===== src/wdtss_consts.svh =====
// Constants of the watchdog timer with sleep wake-up
`ifndef WDTSS_CONSTS_SVH
`define WDTSS_CONSTS_SVH

// ----------------------------------------
// Register byte offsets
// ----------------------------------------
`define WDTSS_OFF_CTRL 12'h18C
`define WDTSS_OFF_FLAGS 12'h190
`define WDTSS_OFF_CFG 12'h194
`define WDTSS_OFF_ISTAT 12'h198
`define WDTSS_OFF_IMASK 12'h19C

// ----------------------------------------
// Field positions
// ----------------------------------------
`define WDTSS_CTRL_CS 7
`define WDTSS_CTRL_RSVD 6
`define WDTSS_CTRL_PS_HI 5
`define WDTSS_CTRL_PS_LO 1
`define WDTSS_CTRL_SEN 0
`define WDTSS_FLAGS_WATCHDOG_RESET_FLAG_N_SET 2

// ----------------------------------------
// Reset values
// ----------------------------------------
`define WDTSS_CTRL_RST 8'h16
`define WDTSS_MODE_RST 2'h3

// ----------------------------------------
// Modes and prescale limits
// ----------------------------------------
`define WDTSS_MODE_ON 2'h3
`define WDTSS_MODE_AWAKE 2'h2
`define WDTSS_MODE_SW 2'h1
`define WDTSS_MODE_OFF 2'h0
`define WDTSS_PS_BASE 5'h05
`define WDTSS_PS_MAX 5'h12
`define WDTSS_PS_RST 5'h0B

`endif


===== src/wdtss_pkg.sv =====
// Types and helpers of the watchdog timer
`default_nettype none
`include "wdtss_consts.svh"
package wdtss_pkg;

  // Captured bus address phase
  typedef struct packed {
    logic [11:0] addr;
    logic hit;
    logic wr;
    logic rd;
  } wdtss_aphase_t;

  // Status flags, all active low
  typedef struct packed {
    logic watchdog_reset_flag_n_n;
    logic pd_n;
    logic to_n;
  } wdtss_flags_t;

  // Reserved prescale codes fall back to the shortest ratio
  function automatic logic [4:0] wdtss_eff_ps(input logic [4:0] ps);
    return (ps > `WDTSS_PS_MAX) ? 5'h00 : ps;
  endfunction

endpackage
`default_nettype wire


===== src/wdtss_top.sv =====
// Watchdog timer with sleep wake-up, AHB-Lite register slave
// Operation
// - Any device reset returns the counter to zero and the prescale field to 01011.
// - A kick instruction from the core restarts the count from zero.
// - Entering sleep clears the count, which goes on counting if the mode allows.
// - Leaving sleep clears the count again, whatever woke the core.
// - Any write to the control register clears the count as well as storing data.
// - A timeout during sleep wakes the core instead of requesting a reset.
// - A timeout during sleep drives the timeout and power-down flags low.
// - A timeout during sleep also drives the watchdog reset flag low.
// - Control bit 7 picks the crystal time base when one, the RC time base when zero.
// - Prescale bits 5:1 set ratio 1:32 at code zero, doubling per step up to 1:8388608.
// - Prescale codes above 10010 act as the 1:32 ratio.
// - After reset the prescale field holds 01011, a 1:65536 ratio.
// - The software enable bit counts only in mode 01, where one runs and zero stops.
// - Nominal periods hold for the RC time base and scale with the crystal.
// - A timeout while awake requests a device reset.
// - Mode 11 always runs, 10 runs awake only, 01 follows software, 00 never runs.
`default_nettype none
`timescale 1ns/10ps
`include "wdtss_consts.svh"
module wdtss_top #(
  parameter int CNT_W = 23
) (
  // Clock and reset
  input wire logic hclk,
  input wire logic hresetn,
  // AHB-Lite slave
  input wire logic hsel,
  input wire logic [31:0] haddr,
  input wire logic [1:0] htrans,
  input wire logic hwrite,
  input wire logic [2:0] hsize,
  input wire logic [31:0] hwdata,
  input wire logic hready,
  output logic [31:0] hrdata,
  output logic hreadyout,
  output logic hresp,
  // Core events
  input wire logic kick_instruction,
  input wire logic sleep_enter,
  input wire logic sleep_exit,
  // Time bases
  input wire logic low_freq_rc_clock,
  input wire logic crystal_32k_clock,
  // Results
  output logic wdt_reset_req,
  output logic wake_req,
  output wdtss_pkg::wdtss_flags_t flags,
  output logic irq
);
  import wdtss_pkg::*;

  // ----------------------------------------
  // Declarations
  // ----------------------------------------
  logic [1:0] tb_sync;
  logic [1:0] tb_prev_q;
  logic tick;
  wdtss_aphase_t ap_q;
  logic ap_take;
  logic wr_now;
  logic rd_now;
  logic [7:0] ctrl_q;
  logic [1:0] mode_q;
  logic [1:0] isr_q;
  logic [1:0] isr_d;
  logic [1:0] imask_q;
  logic sleep_q;
  logic en;
  logic clr;
  logic tmo;
  logic tmo_sleep;
  logic tmo_awake;
  logic [CNT_W-1:0] cnt;

  // Elaboration check
  if (CNT_W < 23) begin : g_chk
    $error("wdtss_top: CNT_W too small");
  end

  // Address decode helper
  function automatic logic is_reg(input wdtss_aphase_t a, input logic [11:0] off);
    return a.hit && (a.addr == off);
  endfunction

  // ----------------------------------------
  // Time base
  // ----------------------------------------
  // Pin clocks pass two flip-flops first
  wdtss_sync #(.W(2)) u_sync (
    .clk(hclk),
    .rst_n(hresetn),
    .d({crystal_32k_clock, low_freq_rc_clock}),
    .q(tb_sync)
  );

  // Rising edges of both sources
  always_ff @(posedge hclk or negedge hresetn) begin
    if (!hresetn) begin
      tb_prev_q <= 2'h0;
    end else begin
      tb_prev_q <= tb_sync;
    end
  end

  // Source choice, ratios are in ticks of whichever runs
  assign tick = ctrl_q[`WDTSS_CTRL_CS] ? (tb_sync[1] && !tb_prev_q[1])
                                       : (tb_sync[0] && !tb_prev_q[0]);

  // ----------------------------------------
  // Bus slave
  // ----------------------------------------
  assign ap_take = hsel && htrans[1] && hready;
  assign wr_now = ap_q.wr;
  assign rd_now = ap_q.rd && !hreadyout;

  // Address phase capture
  always_ff @(posedge hclk or negedge hresetn) begin
    if (!hresetn) begin
      ap_q <= '0;
    end else begin
      ap_q.addr <= haddr[11:0];
      ap_q.hit <= ap_take && (haddr[31:12] == 20'h00000);
      ap_q.wr <= ap_take && hwrite;
      ap_q.rd <= ap_take && !hwrite;
    end
  end

  // One wait state on reads, writes complete at once
  always_ff @(posedge hclk or negedge hresetn) begin
    if (!hresetn) begin
      hreadyout <= 1'b1;
    end else begin
      hreadyout <= !(ap_take && !hwrite);
    end
  end

  // Read data sampled in the wait cycle
  always_ff @(posedge hclk or negedge hresetn) begin
    if (!hresetn) begin
      hrdata <= 32'h00000000;
    end else if (rd_now) begin
      if (is_reg(ap_q, `WDTSS_OFF_CTRL)) begin
        hrdata <= {24'h000000, ctrl_q};
      end else if (is_reg(ap_q, `WDTSS_OFF_FLAGS)) begin
        hrdata <= {27'h0000000, en, sleep_q, flags};
      end else if (is_reg(ap_q, `WDTSS_OFF_CFG)) begin
        hrdata <= {30'h00000000, mode_q};
      end else if (is_reg(ap_q, `WDTSS_OFF_ISTAT)) begin
        hrdata <= {30'h00000000, isr_q};
      end else if (is_reg(ap_q, `WDTSS_OFF_IMASK)) begin
        hrdata <= {30'h00000000, imask_q};
      end else begin
        hrdata <= 32'h00000000;
      end
    end
  end

  // Always OKAY
  always_ff @(posedge hclk or negedge hresetn) begin
    if (!hresetn) begin
      hresp <= 1'b0;
    end else begin
      hresp <= 1'b0;
    end
  end

  // ----------------------------------------
  // Registers
  // ----------------------------------------
  // Control register, reserved bit kept zero
  always_ff @(posedge hclk or negedge hresetn) begin
    if (!hresetn) begin
      ctrl_q <= `WDTSS_CTRL_RST;
    end else if (wr_now && is_reg(ap_q, `WDTSS_OFF_CTRL)) begin
      ctrl_q <= hwdata[7:0] & 8'hBF;
    end
  end

  // Mode register and interrupt mask
  always_ff @(posedge hclk or negedge hresetn) begin
    if (!hresetn) begin
      mode_q <= `WDTSS_MODE_RST;
      imask_q <= 2'h0;
    end else if (wr_now) begin
      if (is_reg(ap_q, `WDTSS_OFF_CFG)) begin
        mode_q <= hwdata[1:0];
      end
      if (is_reg(ap_q, `WDTSS_OFF_IMASK)) begin
        imask_q <= hwdata[1:0];
      end
    end
  end

  // ----------------------------------------
  // Sleep state and enable
  // ----------------------------------------
  always_ff @(posedge hclk or negedge hresetn) begin
    if (!hresetn) begin
      sleep_q <= 1'b0;
    end else if (sleep_exit || tmo_sleep) begin
      sleep_q <= 1'b0;
    end else if (sleep_enter) begin
      sleep_q <= 1'b1;
    end
  end

  // Mode table
  always_comb begin
    unique case (mode_q)
      `WDTSS_MODE_ON: en = 1'b1;
      `WDTSS_MODE_AWAKE: en = !sleep_q;
      `WDTSS_MODE_SW: en = ctrl_q[`WDTSS_CTRL_SEN];
      `WDTSS_MODE_OFF: en = 1'b0;
    endcase
  end

  // Every clearing event restarts the count
  assign clr = kick_instruction
             || sleep_enter
             || sleep_exit
             || (wr_now && is_reg(ap_q, `WDTSS_OFF_CTRL));

  // ----------------------------------------
  // Counter
  // ----------------------------------------
  wdtss_count #(.CNT_W(CNT_W)) u_count (
    .clk(hclk),
    .rst_n(hresetn),
    .clr(clr),
    .run(en),
    .tick(tick),
    .ps(ctrl_q[`WDTSS_CTRL_PS_HI:`WDTSS_CTRL_PS_LO]),
    .cnt(cnt),
    .tmo(tmo)
  );

  assign tmo_sleep = tmo && sleep_q;
  assign tmo_awake = tmo && !sleep_q;

  // ----------------------------------------
  // Results
  // ----------------------------------------
  // Reset request awake, wake-up in sleep
  always_ff @(posedge hclk or negedge hresetn) begin
    if (!hresetn) begin
      wdt_reset_req <= 1'b0;
      wake_req <= 1'b0;
    end else begin
      wdt_reset_req <= tmo_awake;
      wake_req <= tmo_sleep;
    end
  end

  // Flags, hardware clears win over software sets
  always_ff @(posedge hclk or negedge hresetn) begin
    if (!hresetn) begin
      flags <= 3'h7;
    end else begin
      if (wr_now && is_reg(ap_q, `WDTSS_OFF_FLAGS) && hwdata[`WDTSS_FLAGS_WATCHDOG_RESET_FLAG_N_SET]) begin
        flags.watchdog_reset_flag_n_n <= 1'b1;
      end
      if (kick_instruction) begin
        flags.to_n <= 1'b1;
        flags.pd_n <= 1'b1;
      end
      if (sleep_enter) begin
        flags.to_n <= 1'b1;
        flags.pd_n <= 1'b0;
      end
      if (tmo_sleep) begin
        flags.to_n <= 1'b0;
        flags.pd_n <= 1'b0;
        flags.watchdog_reset_flag_n_n <= 1'b0;
      end
      if (tmo_awake) begin
        flags.to_n <= 1'b0;
        flags.watchdog_reset_flag_n_n <= 1'b0;
      end
    end
  end

  // Sticky events, read clears, set wins
  assign isr_d = ((rd_now && is_reg(ap_q, `WDTSS_OFF_ISTAT)) ? 2'h0 : isr_q) | {tmo_sleep, tmo_awake};

  always_ff @(posedge hclk or negedge hresetn) begin
    if (!hresetn) begin
      isr_q <= 2'h0;
      irq <= 1'b0;
    end else begin
      isr_q <= isr_d;
      irq <= |(isr_q & imask_q);
    end
  end
endmodule
`default_nettype wire


===== src/wdtss_sync.sv =====
// Two-stage synchroniser for asynchronous levels
`default_nettype none
`timescale 1ns/10ps
module wdtss_sync #(
  parameter int W = 2
) (
  // Clock and reset
  input wire logic clk,
  input wire logic rst_n,
  // Levels
  input wire logic [W-1:0] d,
  output logic [W-1:0] q
);
  logic [W-1:0] meta_q;

  // Elaboration check
  if (W < 1) begin : g_chk
    $error("wdtss_sync: W must be positive");
  end

  // First stage feeds only the second
  always_ff @(posedge clk or negedge rst_n) begin
    if (!rst_n) begin
      meta_q <= '0;
      q <= '0;
    end else begin
      meta_q <= d;
      q <= meta_q;
    end
  end
endmodule
`default_nettype wire


===== src/wdtss_count.sv =====
// Watchdog counter with programmable terminal count
`default_nettype none
`timescale 1ns/10ps
`include "wdtss_consts.svh"
module wdtss_count #(
  parameter int CNT_W = 23
) (
  // Clock and reset
  input wire logic clk,
  input wire logic rst_n,
  // Control
  input wire logic clr,
  input wire logic run,
  input wire logic tick,
  input wire logic [4:0] ps,
  // Results
  output logic [CNT_W-1:0] cnt,
  output logic tmo
);
  import wdtss_pkg::*;

  logic [4:0] shift;
  logic [CNT_W-1:0] last;

  // Elaboration check
  if (CNT_W < 23) begin : g_chk
    $error("wdtss_count: CNT_W too small for longest ratio");
  end

  // Terminal count for the selected ratio
  assign shift = `WDTSS_PS_BASE + wdtss_eff_ps(ps);
  assign last = (CNT_W'(1) << shift) - CNT_W'(1);

  // Count time-base ticks, clear on request, hold when stopped
  always_ff @(posedge clk or negedge rst_n) begin
    if (!rst_n) begin
      cnt <= '0;
    end else if (clr) begin
      cnt <= '0;
    end else if (run && tick) begin
      cnt <= (cnt == last) ? '0 : cnt + CNT_W'(1);
    end
  end

  // One-cycle timeout pulse
  always_ff @(posedge clk or negedge rst_n) begin
    if (!rst_n) begin
      tmo <= 1'b0;
    end else begin
      tmo <= !clr && run && tick && (cnt == last);
    end
  end
endmodule
`default_nettype wire


===== config.mk =====
export PLATFORM = sky130hd
export DESIGN_NAME = wdtss_top
export DESIGN_NICKNAME = d
export VERILOG_FILES = /design/src/wdtss_pkg.sv /design/src/wdtss_top.sv /design/src/wdtss_sync.sv /design/src/wdtss_count.sv
export VERILOG_INCLUDE_DIRS = /design/src
export SDC_FILE = /design/constraint.sdc
export NUM_CORES = 1
export LEC_CHECK = 0
export BUFFER_PORTS_ARGS = -buffer_cell sky130_fd_sc_hd__buf_4
export CAP_MARGIN = 20
export CORE_MARGIN = 5
export CORE_UTILIZATION = 50
export CTS_CLUSTER_SIZE = 30
export DETAILED_ROUTE_END_ITERATION = 8
export GPL_TIMING_DRIVEN = 0
export PLACE_DENSITY = 0.82
export SYNTH_ARGS = -nofsm -noshare
export SYNTH_HDL_FRONTEND = slang
export SYNTH_HIERARCHICAL = 1
export SYNTH_SLANG_ARGS = --single-unit
export TNS_END_PERCENT = 5

===== constraint.sdc =====
create_clock -name hclk -period 4.5 [get_ports hclk]
set_clock_uncertainty 0.1 [all_clocks]
set_input_delay 0.675 -clock hclk [delete_from_list [all_inputs] [get_ports hclk]]
set_output_delay 0.675 -clock hclk [all_outputs]
set_load 0.02 [all_outputs]

* Yosys cells after proc, flatten, opt, wreduce, memory -nomap -nowiden
Index checks and enable logic that the tools add are counted.
** Word-level totals
- Logic and storage cells :: 102
- Output and inout bits :: 40
- Register bits :: 98
** Cells by class
- Bitwise operators :: 2
- Reduce and logical (&&, ||, !) cells :: 44
- $add $sub $neg :: 3
- Order comparisons :: 1
- Equality and inequality tests :: 9
- Shift-type cells :: 1
- Mux-type cells :: 20
** Operators with widths (number)
- $mux W23 :: 3
- $eq A12 B9 Y1 const B :: 5
- $add A23 B1 Y23 const B :: 1
- $eq A23 B23 Y1 :: 1
- $logic_and A1 B1 Y1 :: 23
- $shl A1 B5 Y23 const A :: 1
- $sub A23 B2 Y23 const B :: 1
- $logic_not A20 Y1 :: 1
- $mux W2 :: 6
- $mux W5 :: 2
- $mux W8 :: 1
- $logic_not A1 Y1 :: 7
- $mux W1 :: 6
- $reduce_bool A3 Y1 :: 2
- $add A3 B5 Y5 const A :: 1
- $gt A5 B5 Y1 const B :: 1
- $eq A2 B2 Y1 const B :: 2
- $logic_or A1 B1 Y1 :: 4
- $pmux W1 S4 :: 1
- $reduce_and A2 Y1 :: 2
- $reduce_bool A2 Y1 :: 2
- $reduce_bool A4 Y1 :: 1
- $mux W3 :: 1
- $and A2 B2 Y2 :: 1
- other kinds (4) :: 4

* Depth between registers and ports, before layout
Gate-level depths: netlist of run 1.
- Word-level depth :: 9
- Gate-level depth with buffers :: 12
- Mapped depth without buffers :: 9

* Cells and area by module
Netlist of run 1, hierarchy kept.
** Modules (own cells, without submodules)
- wdtss_count :: times used 1, area an instance 2213.4 um2, cells an instance 284
- wdtss_top :: times used 1, area an instance 2005.7 um2, cells an instance 169
- wdtss_sync :: times used 1, area an instance 100.1 um2, cells an instance 4

* Worst setup path before layout of run 1
No wires, ideal clock.
- Kind :: reg2reg
- Start :: reg ctrl_q[1]
- End :: reg u_count.cnt[20]
- Setup time :: 0.122 ns
- Buffers on the path :: 2
- Cell stages (with the launch flop) :: 10
- Setup slack :: 1.685 ns
- Arrival time :: 2.593 ns
- Cells stage by stage :: dfstp_2 buf_4 nor3b_1 a21oi_1 nor4b_1 o2bb2ai_1 nand3b_1 or4_1 buf_2 a32o_1
** Between the ends
- Word-level cells in the longest chain between the ends :: 9
** Ends and longest elaborated chain
- start: declaration :: line wdtss_top.sv:64 : logic [7:0] ctrl_q;
- start signal: assignment :: line wdtss_top.sv:175 : ctrl_q <= `WDTSS_CTRL_RST;
- start signal: assignment :: line wdtss_top.sv:177 : ctrl_q <= hwdata[7:0] & 8'hBF;
- $gt A5 B5 Y1 (no source line)
- $mux W5 * :: line wdtss_pkg.sv:23 : return (ps > `WDTSS_PS_MAX) ? 5'h00 : ps;
- $add A3 B5 Y5 (no source line) *
- $shl A1 B5 Y23 * :: line wdtss_count.sv:32 : assign last = (CNT_W'(1) << shift) - CNT_W'(1);
- $sub A23 B2 Y23 * :: line wdtss_count.sv:32
- $eq A23 B23 Y1 * :: line wdtss_count.sv:41 : cnt <= (cnt == last) ? '0 : cnt + CNT_W'(1);
- $mux W23 * :: line wdtss_count.sv:41
- $mux W23 * :: line wdtss_count.sv:40 : end else if (run && tick) begin
- $mux W23 * :: line wdtss_count.sv:38 : end else if (clr) begin
- end signal: assignment :: line wdtss_count.sv:41
- end: declaration :: line wdtss_count.sv:17 : output logic [CNT_W-1:0] cnt,
Every way passes the cells marked *; elsewhere a longest branch is shown, timed or not. The select of a mux whose other input is x is not followed.
A chain may end at the register's enable or synchronous reset.

* Worst setup path after layout of run 1
Ends and elaborated chain as after synthesis.

==> impl_metrics.env, run 1 <==
export IMPL_yosysMostFrequentCell="dfrtp_1"
export IMPL_post_cts_buffers=0
export IMPL_synthXorXnorAreaFrac=0.0324
export IMPL_synth_area_per_cell_sq_um=9.45
export IMPL_io_pins=119
export IMPL_synth_main_ff_cell="dfrtp_1"
export IMPL_p_leak_nw=2.53
export IMPL_vias_per_cell=5.77
export IMPL_setup_slack_ns=1.08
export IMPL_rsz0062_at_grt="no"
export IMPL_critPathMaxFanout=10
export IMPL_die_h_um=103
export IMPL_grt_pass1_wl_mm=17.8
export IMPL_setup_tns_ns=0
export IMPL_drtAntennaViolNets=0
export IMPL_htree_levels=3
export IMPL_antenna_found_initial=0
export IMPL_post_cts_resized=0
export IMPL_synth_compound_area_frac=0.164
export IMPL_cts_tree="done"
export IMPL_drv_slew=0
export IMPL_seq_area_frac_synth=0.426
export IMPL_synthAdderAreaFrac=0.00579
export IMPL_place_hpwl_mm=8.14
export IMPL_ys_top_cells_by_area="dfrtp_1, dfstp_2, buf_4"
export IMPL_gp_congestion=0.984
export IMPL_wl_per_cell_um=16.0
export IMPL_die_area_sq_um=10600
export IMPL_drive_above_1_share=0.263
export IMPL_synth_edf_count=0
export IMPL_hold_violations=0
export IMPL_clk_pin_slew_ns=0.08
export IMPL_period_share=0.760
export IMPL_powerDensity_nw_per_um2=242
export IMPL_cp_end_kind="flop"
export IMPL_portBuffers=63
export IMPL_clock_sinks=73
export IMPL_yosysTopAreaCell="dfrtp_1"
export IMPL_synth_common_cells="dfrtp_1, nand2_1, buf_4, o21ai_0, nor2_1"
export IMPL_muxShareOfSynthArea=0.0455
export IMPL_yosys_warnings=6
export IMPL_synth_top_cell_area_share=0.371
export IMPL_die_x_um=103
export IMPL_ir_worst_vdd_uv=217
export IMPL_status="completed"
export IMPL_ys_seq_elements=73
export IMPL_drv_cap=0
export IMPL_grt_ovfl_total=0
export IMPL_synth_async_reset_ratio=1.00
export IMPL_syn2layout_area_growth_pct=20.5
export IMPL_clock_root_buffer="clkbuf_8"
export IMPL_min_path_type="flop to flop"
export IMPL_synthesis_instances=457
export IMPL_dp_slack_ns=1.19
export IMPL_nNetsFinal=638
export IMPL_layout_min_cycle_time_ns=3.42
export IMPL_core_rowCount=34
export IMPL_vias=3863
export IMPL_insertion_delay_ns=0.35
export IMPL_wl_mm=10.7
export IMPL_syn_area_sq_um=4320
export IMPL_grt_usage=0.213
export IMPL_fillers=715
export IMPL_core_sq_um=8550
export IMPL_hold_buffers=0
export IMPL_synth_cell_type_count=65
export IMPL_grt_pass1_vias=3714
export IMPL_fmax_mhz=292
export IMPL_drc=0
export IMPL_numCtsBuffers=9
export IMPL_cp_required_ns=4.63
export IMPL_synth_top_family_by_area="simple AND/OR/NAND/NOR gates"
export IMPL_worst_slew_pin_slew_ns=0.874
export IMPL_cp_start_kind="flop"
export IMPL_initial_utilization=0.505
export IMPL_synthSimpleGateAreaFrac=0.241
export IMPL_drt_initial_drc_count=298
export IMPL_diodes=0
export IMPL_setup_violations=0
export IMPL_path_class="flop to flop"
export IMPL_drt_first_pass_iters=5
export IMPL_critical_path_arrival_ns=3.55
export IMPL_grt_max_degree=74
export IMPL_ctsLongestPathBuffers=2
export IMPL_max_slew_margin=0.417
## layout make-up
class / instances / area, sq um / area share
clock buffer: 11 / 141 / 0.0272
buffer: 48 / 307 / 0.0589
tap: 108 / 135 / 0.0260
multi-input combinational: 347 / 2220 / 0.426
timing repair buffer: 63 / 473 / 0.0909
sequential: 73 / 1840 / 0.353
clock inverter: 5 / 37.5 / 0.00721
inverter: 15 / 56.3 / 0.0108
## state kept, by name, indices dropped and copies added, names as in the netlist, 2 cells and up
name / count
ap_q: 14
ctrl_q: 7
flags: 3
hrdata: 7
imask_q: 2
isr_q: 2
mode_q: 2
tb_prev_q: 2
u_count/cnt: 23
u_sync/meta_q: 2
u_sync/q: 2
## through the flow
stage | instances | total power, W | hold slack (ns) | utilization | area [sq um]
after floorplan | 483 | 0.000741 | 0.231 | - | 4420
after global placement | 654 | 0.000792 | 0.231 | 0.588 | 5020
after detailed placement | 654 | 0.000795 | 0.243 | 0.588 | 5020
after CTS | 670 | 0.00127 | 0.263 | 0.609 | 5200
after global routing | 670 | 0.00131 | 0.264 | 0.609 | 5200
final | 670 | 0.00126 | 0.261 | 0.609 | 5200
## report_power, final
part	internal, W	leakage, nW	switching [W]
Combinational	0.0000524	1.50	0.0000575
Sequential	0.000667	0.944	0.00000723
Clock	0.000218	0.0863	0.000256
## kinds of logic after synthesis
logic type,count (synthesis)
AO/OA/AOI/OAI,104
XOR/XNOR,16
adder cells (fa/ha/maj),2
buffers and inverters,63
flip-flops,73
multiplexers,18
other,2
AND/OR/NAND/NOR,179
## worst max-delay path, cell delays in order, from the launching register on
cell and delay [ns]:
dfstp_2 0.59, buf_4 0.17, nor3b_1 0.54, a21oi_1 0.18
nor4b_1 0.35, o2bb2ai_1 0.22, nand3b_1 0.16, or4_1 0.53
buf_2 0.19, a32o_1 0.26
## layout by cell type, fill, tap and decap left out, types with 16 or more instances in the layout
master | synthesis | routed
nor2_1 | 25 | 25
nand3_1 | 18 | 18
nor3_1 | 18 | 18
dfrtp_1 | 64 | 64
nand2_1 | 31 | 31
o21ai_0 | 26 | 26
and3_1 | 16 | 16
a21oi_1 | 18 | 18
buf_4 | 29 | 92
conb_1 | 2 | 28
## path summary, 6_finish.rpt
kind,startpoint,endpoint,slack (ns),depth (start not counted)
max in group asynchronous,hresetn,ctrl_q[0],3.39,1
hold / removal,u_sync/meta_q[0],u_sync/q[0],0.26,0
setup / recovery,ctrl_q[1],u_count/cnt[20],1.08,9
min in group asynchronous,hresetn,u_count/cnt[16],0.33,1
hold reg to reg,u_sync/meta_q[0],u_sync/q[0],0.26,0
setup reg to reg,ctrl_q[1],u_count/cnt[20],1.08,9
## routing by layer
layer	routed length, um	global-route usage	vias up
met3	845	0.0338	27
met2	5000	0.344	190
met1	4550	0.285	1831
met4	322	0.0867	0
met5	0	0	-
li1	-	-	1815
No activity file was read; power rests on OpenSTA's default activity.
==> run 2, diff against run 1 <==
- CORE_UTILIZATION: 50 -> 48
- clock period: 4.5 -> 3 ns (I/O delays scaled with it)
==> run 2 against run 1 <==
The flow now finishes with violations (negative setup slack). Worst setup slack worse by 1.1 ns. Sequential cell count unchanged. Register-to-register slack worse by 1.1 ns.
==> impl_metrics.env, run 2 (synthesis gave the netlist of run 1 again) <==
export IMPL_die_area_sq_um=11000
export IMPL_antenna_found_initial=0
export IMPL_critPathMaxFanout=8
export IMPL_regArea_sq_um=1840
export IMPL_rsz0062_at_grt="yes"
export IMPL_vias=3982
export IMPL_rr_endpoint="u_count/cnt[17]"
export IMPL_drv_cap=0
export IMPL_wl_mm=11.6
export IMPL_largest_register="u_count/cnt"
export IMPL_p_leak_nw=2.67
export IMPL_worst_r2r_cell_count=13
export IMPL_die_x_um=105
export IMPL_dp_slack_ns=-0.256
export IMPL_numCtsBuffers=9
export IMPL_core_rowCount=34
export IMPL_drc=0
export IMPL_io_pins=119
export IMPL_worst_path_max_delay_cell="dfstp_2"
export IMPL_cp_end_kind="flop"
export IMPL_clock_sinks=73
export IMPL_drv_slew=0
export IMPL_status="finished, violations left"
export IMPL_grt_ovfl_total=0
export IMPL_critical_path_max_stage_delay_ns=0.62
export IMPL_min_from="haddr[3]"
export IMPL_drive_above_1_share=0.318
export IMPL_vias_per_cell=5.78
export IMPL_hold_buffers=0
export IMPL_max_slew_margin=0.407
export IMPL_clk_pin_slew_ns=0.09
export IMPL_die_h_um=105
export IMPL_drtAntennaViolNets=0
export IMPL_grt_pass1_wl_mm=18.9
export IMPL_setup_slack_ns=-0.0449
export IMPL_fmax_mhz=328
export IMPL_portBuffers=63
export IMPL_nNetsFinal=657
export IMPL_grt_max_degree=74
export IMPL_powerDensity_nw_per_um2=344
export IMPL_drt_first_pass_iters=5
export IMPL_setup_tns_ns=-0.242
export IMPL_critical_path_arrival_ns=3.19
export IMPL_min_path_type="input port to flop"
export IMPL_path_class="flop to flop"
export IMPL_diodes=0
export IMPL_final_cell_mix="buf_4, dfrtp_1, nand2_1, conb_1, nor2_1"
export IMPL_worst_slew_pin_slew_ns=0.890
export IMPL_holdWs_ns=0.0941
export IMPL_reg2reg_from="ctrl_q[1]"
export IMPL_syn2layout_area_growth_pct=27.2
export IMPL_r2r_slack_ns=-0.04
export IMPL_final_util=0.627
export IMPL_wl_per_cell_um=16.9
export IMPL_cp_start_kind="flop"
export IMPL_crit_buf_inv=5
export IMPL_layout_min_cycle_time_ns=3.04
export IMPL_setup_violations=8
export IMPL_path_cells="buf_6 -> nor3b_4 -> buf_4 -> and3_1 -> o211ai_1 -> mux2i_4 -> o211ai_1 -> o31ai_2 -> buf_4 -> buf_12 -> buf_16 -> nor3b_1 -> a21o_1"
export IMPL_largest_registers="u_count/cnt: 23 flops, ap_q: 14 flops"
export IMPL_whs_path_depth=1
export IMPL_grt_usage=0.210
export IMPL_multiInputGateArea_sq_um=2310
export IMPL_htree_levels=3
export IMPL_drt_initial_drc_count=335
export IMPL_core_sq_um=8760
export IMPL_insertion_delay_ns=0.36
export IMPL_violations="negative setup slack"
export IMPL_grt_pass1_vias=3834
export IMPL_cp_num_cells=13
export IMPL_path_delay_family="compound AO/OA/AOI/OAI gates"
export IMPL_clock_root_buffer="clkbuf_8"
export IMPL_place_hpwl_mm=8.50
export IMPL_hold_violations=0
export IMPL_cp_startpoint="ctrl_q[1]"
export IMPL_largest_reg_flops=23
export IMPL_cts_tree="done"
export IMPL_crit_end="u_count/cnt[17]"
export IMPL_fillers=763
export IMPL_ctsLongestPathBuffers=2
export IMPL_initial_utilization=0.493
export IMPL_ir_worst_vdd_uv=212
export IMPL_period_share=1.01
export IMPL_cp_required_ns=3.15
export IMPL_gp_congestion=0.912
export IMPL_final_common_cell="buf_4"
==> run 2: worst min-delay path by stage <==
stage / to / slack, ns
final: ap_q[6] / 0.09
after global routing: ap_q[3] / 0.06
after CTS: ap_q[8] / 0.08
after detailed placement: u_sync/q[1] / 0.24
after global placement: u_sync/q[0] / 0.23
after floorplan: ap_q[0] / 0.05
==> run 2: what timing repair did <==
item	CTS	global route
pin swaps	4	6
gates cloned	1	1
buffers inserted	7	12
setup endpoints to repair	22	22
resized for setup	10	21
==> run 2: final cells by class <==
class	instances	area share
plain buffers	46	0.0574
inverters	15	0.0102
repair buffers	84	0.121
multi-input cells	347	0.420
clock buffers	9	0.0225
clock inverters	7	0.00957
well taps	108	0.0246
flip-flops and latches	73	0.335
==> run 2: through the flow <==
step / area (sq um) / power [W] / cells
final: 5490 / 0.00189 / 689
after global routing: 5490 / 0.00198 / 689
after CTS: 5320 / 0.00191 / 676
after detailed placement: 5020 / 0.00119 / 654
after global placement: 5020 / 0.00119 / 654
after floorplan: 4420 / 0.00111 / 483
==> run 2: metal layers <==
metal,track usage,vias up,part of all wire
li1,-,1851,-
met1,0.284,1919,0.42
met2,0.333,188,0.47
met3,0.0438,24,0.080
met4,0.0776,0,0.025
met5,0,-,0
==> run 2: power by group <==
group / total (W) / switching [W] / leakage (nW) / internal (W)
clock network: 0.000715 / 0.000409 / 0.0900 / 0.000306
registers: 0.00101 / 0.0000114 / 0.941 / 0.00100
logic: 0.000166 / 0.0000870 / 1.64 / 0.0000786
total: 0.00189 / 0.000508 / 2.67 / 0.00138
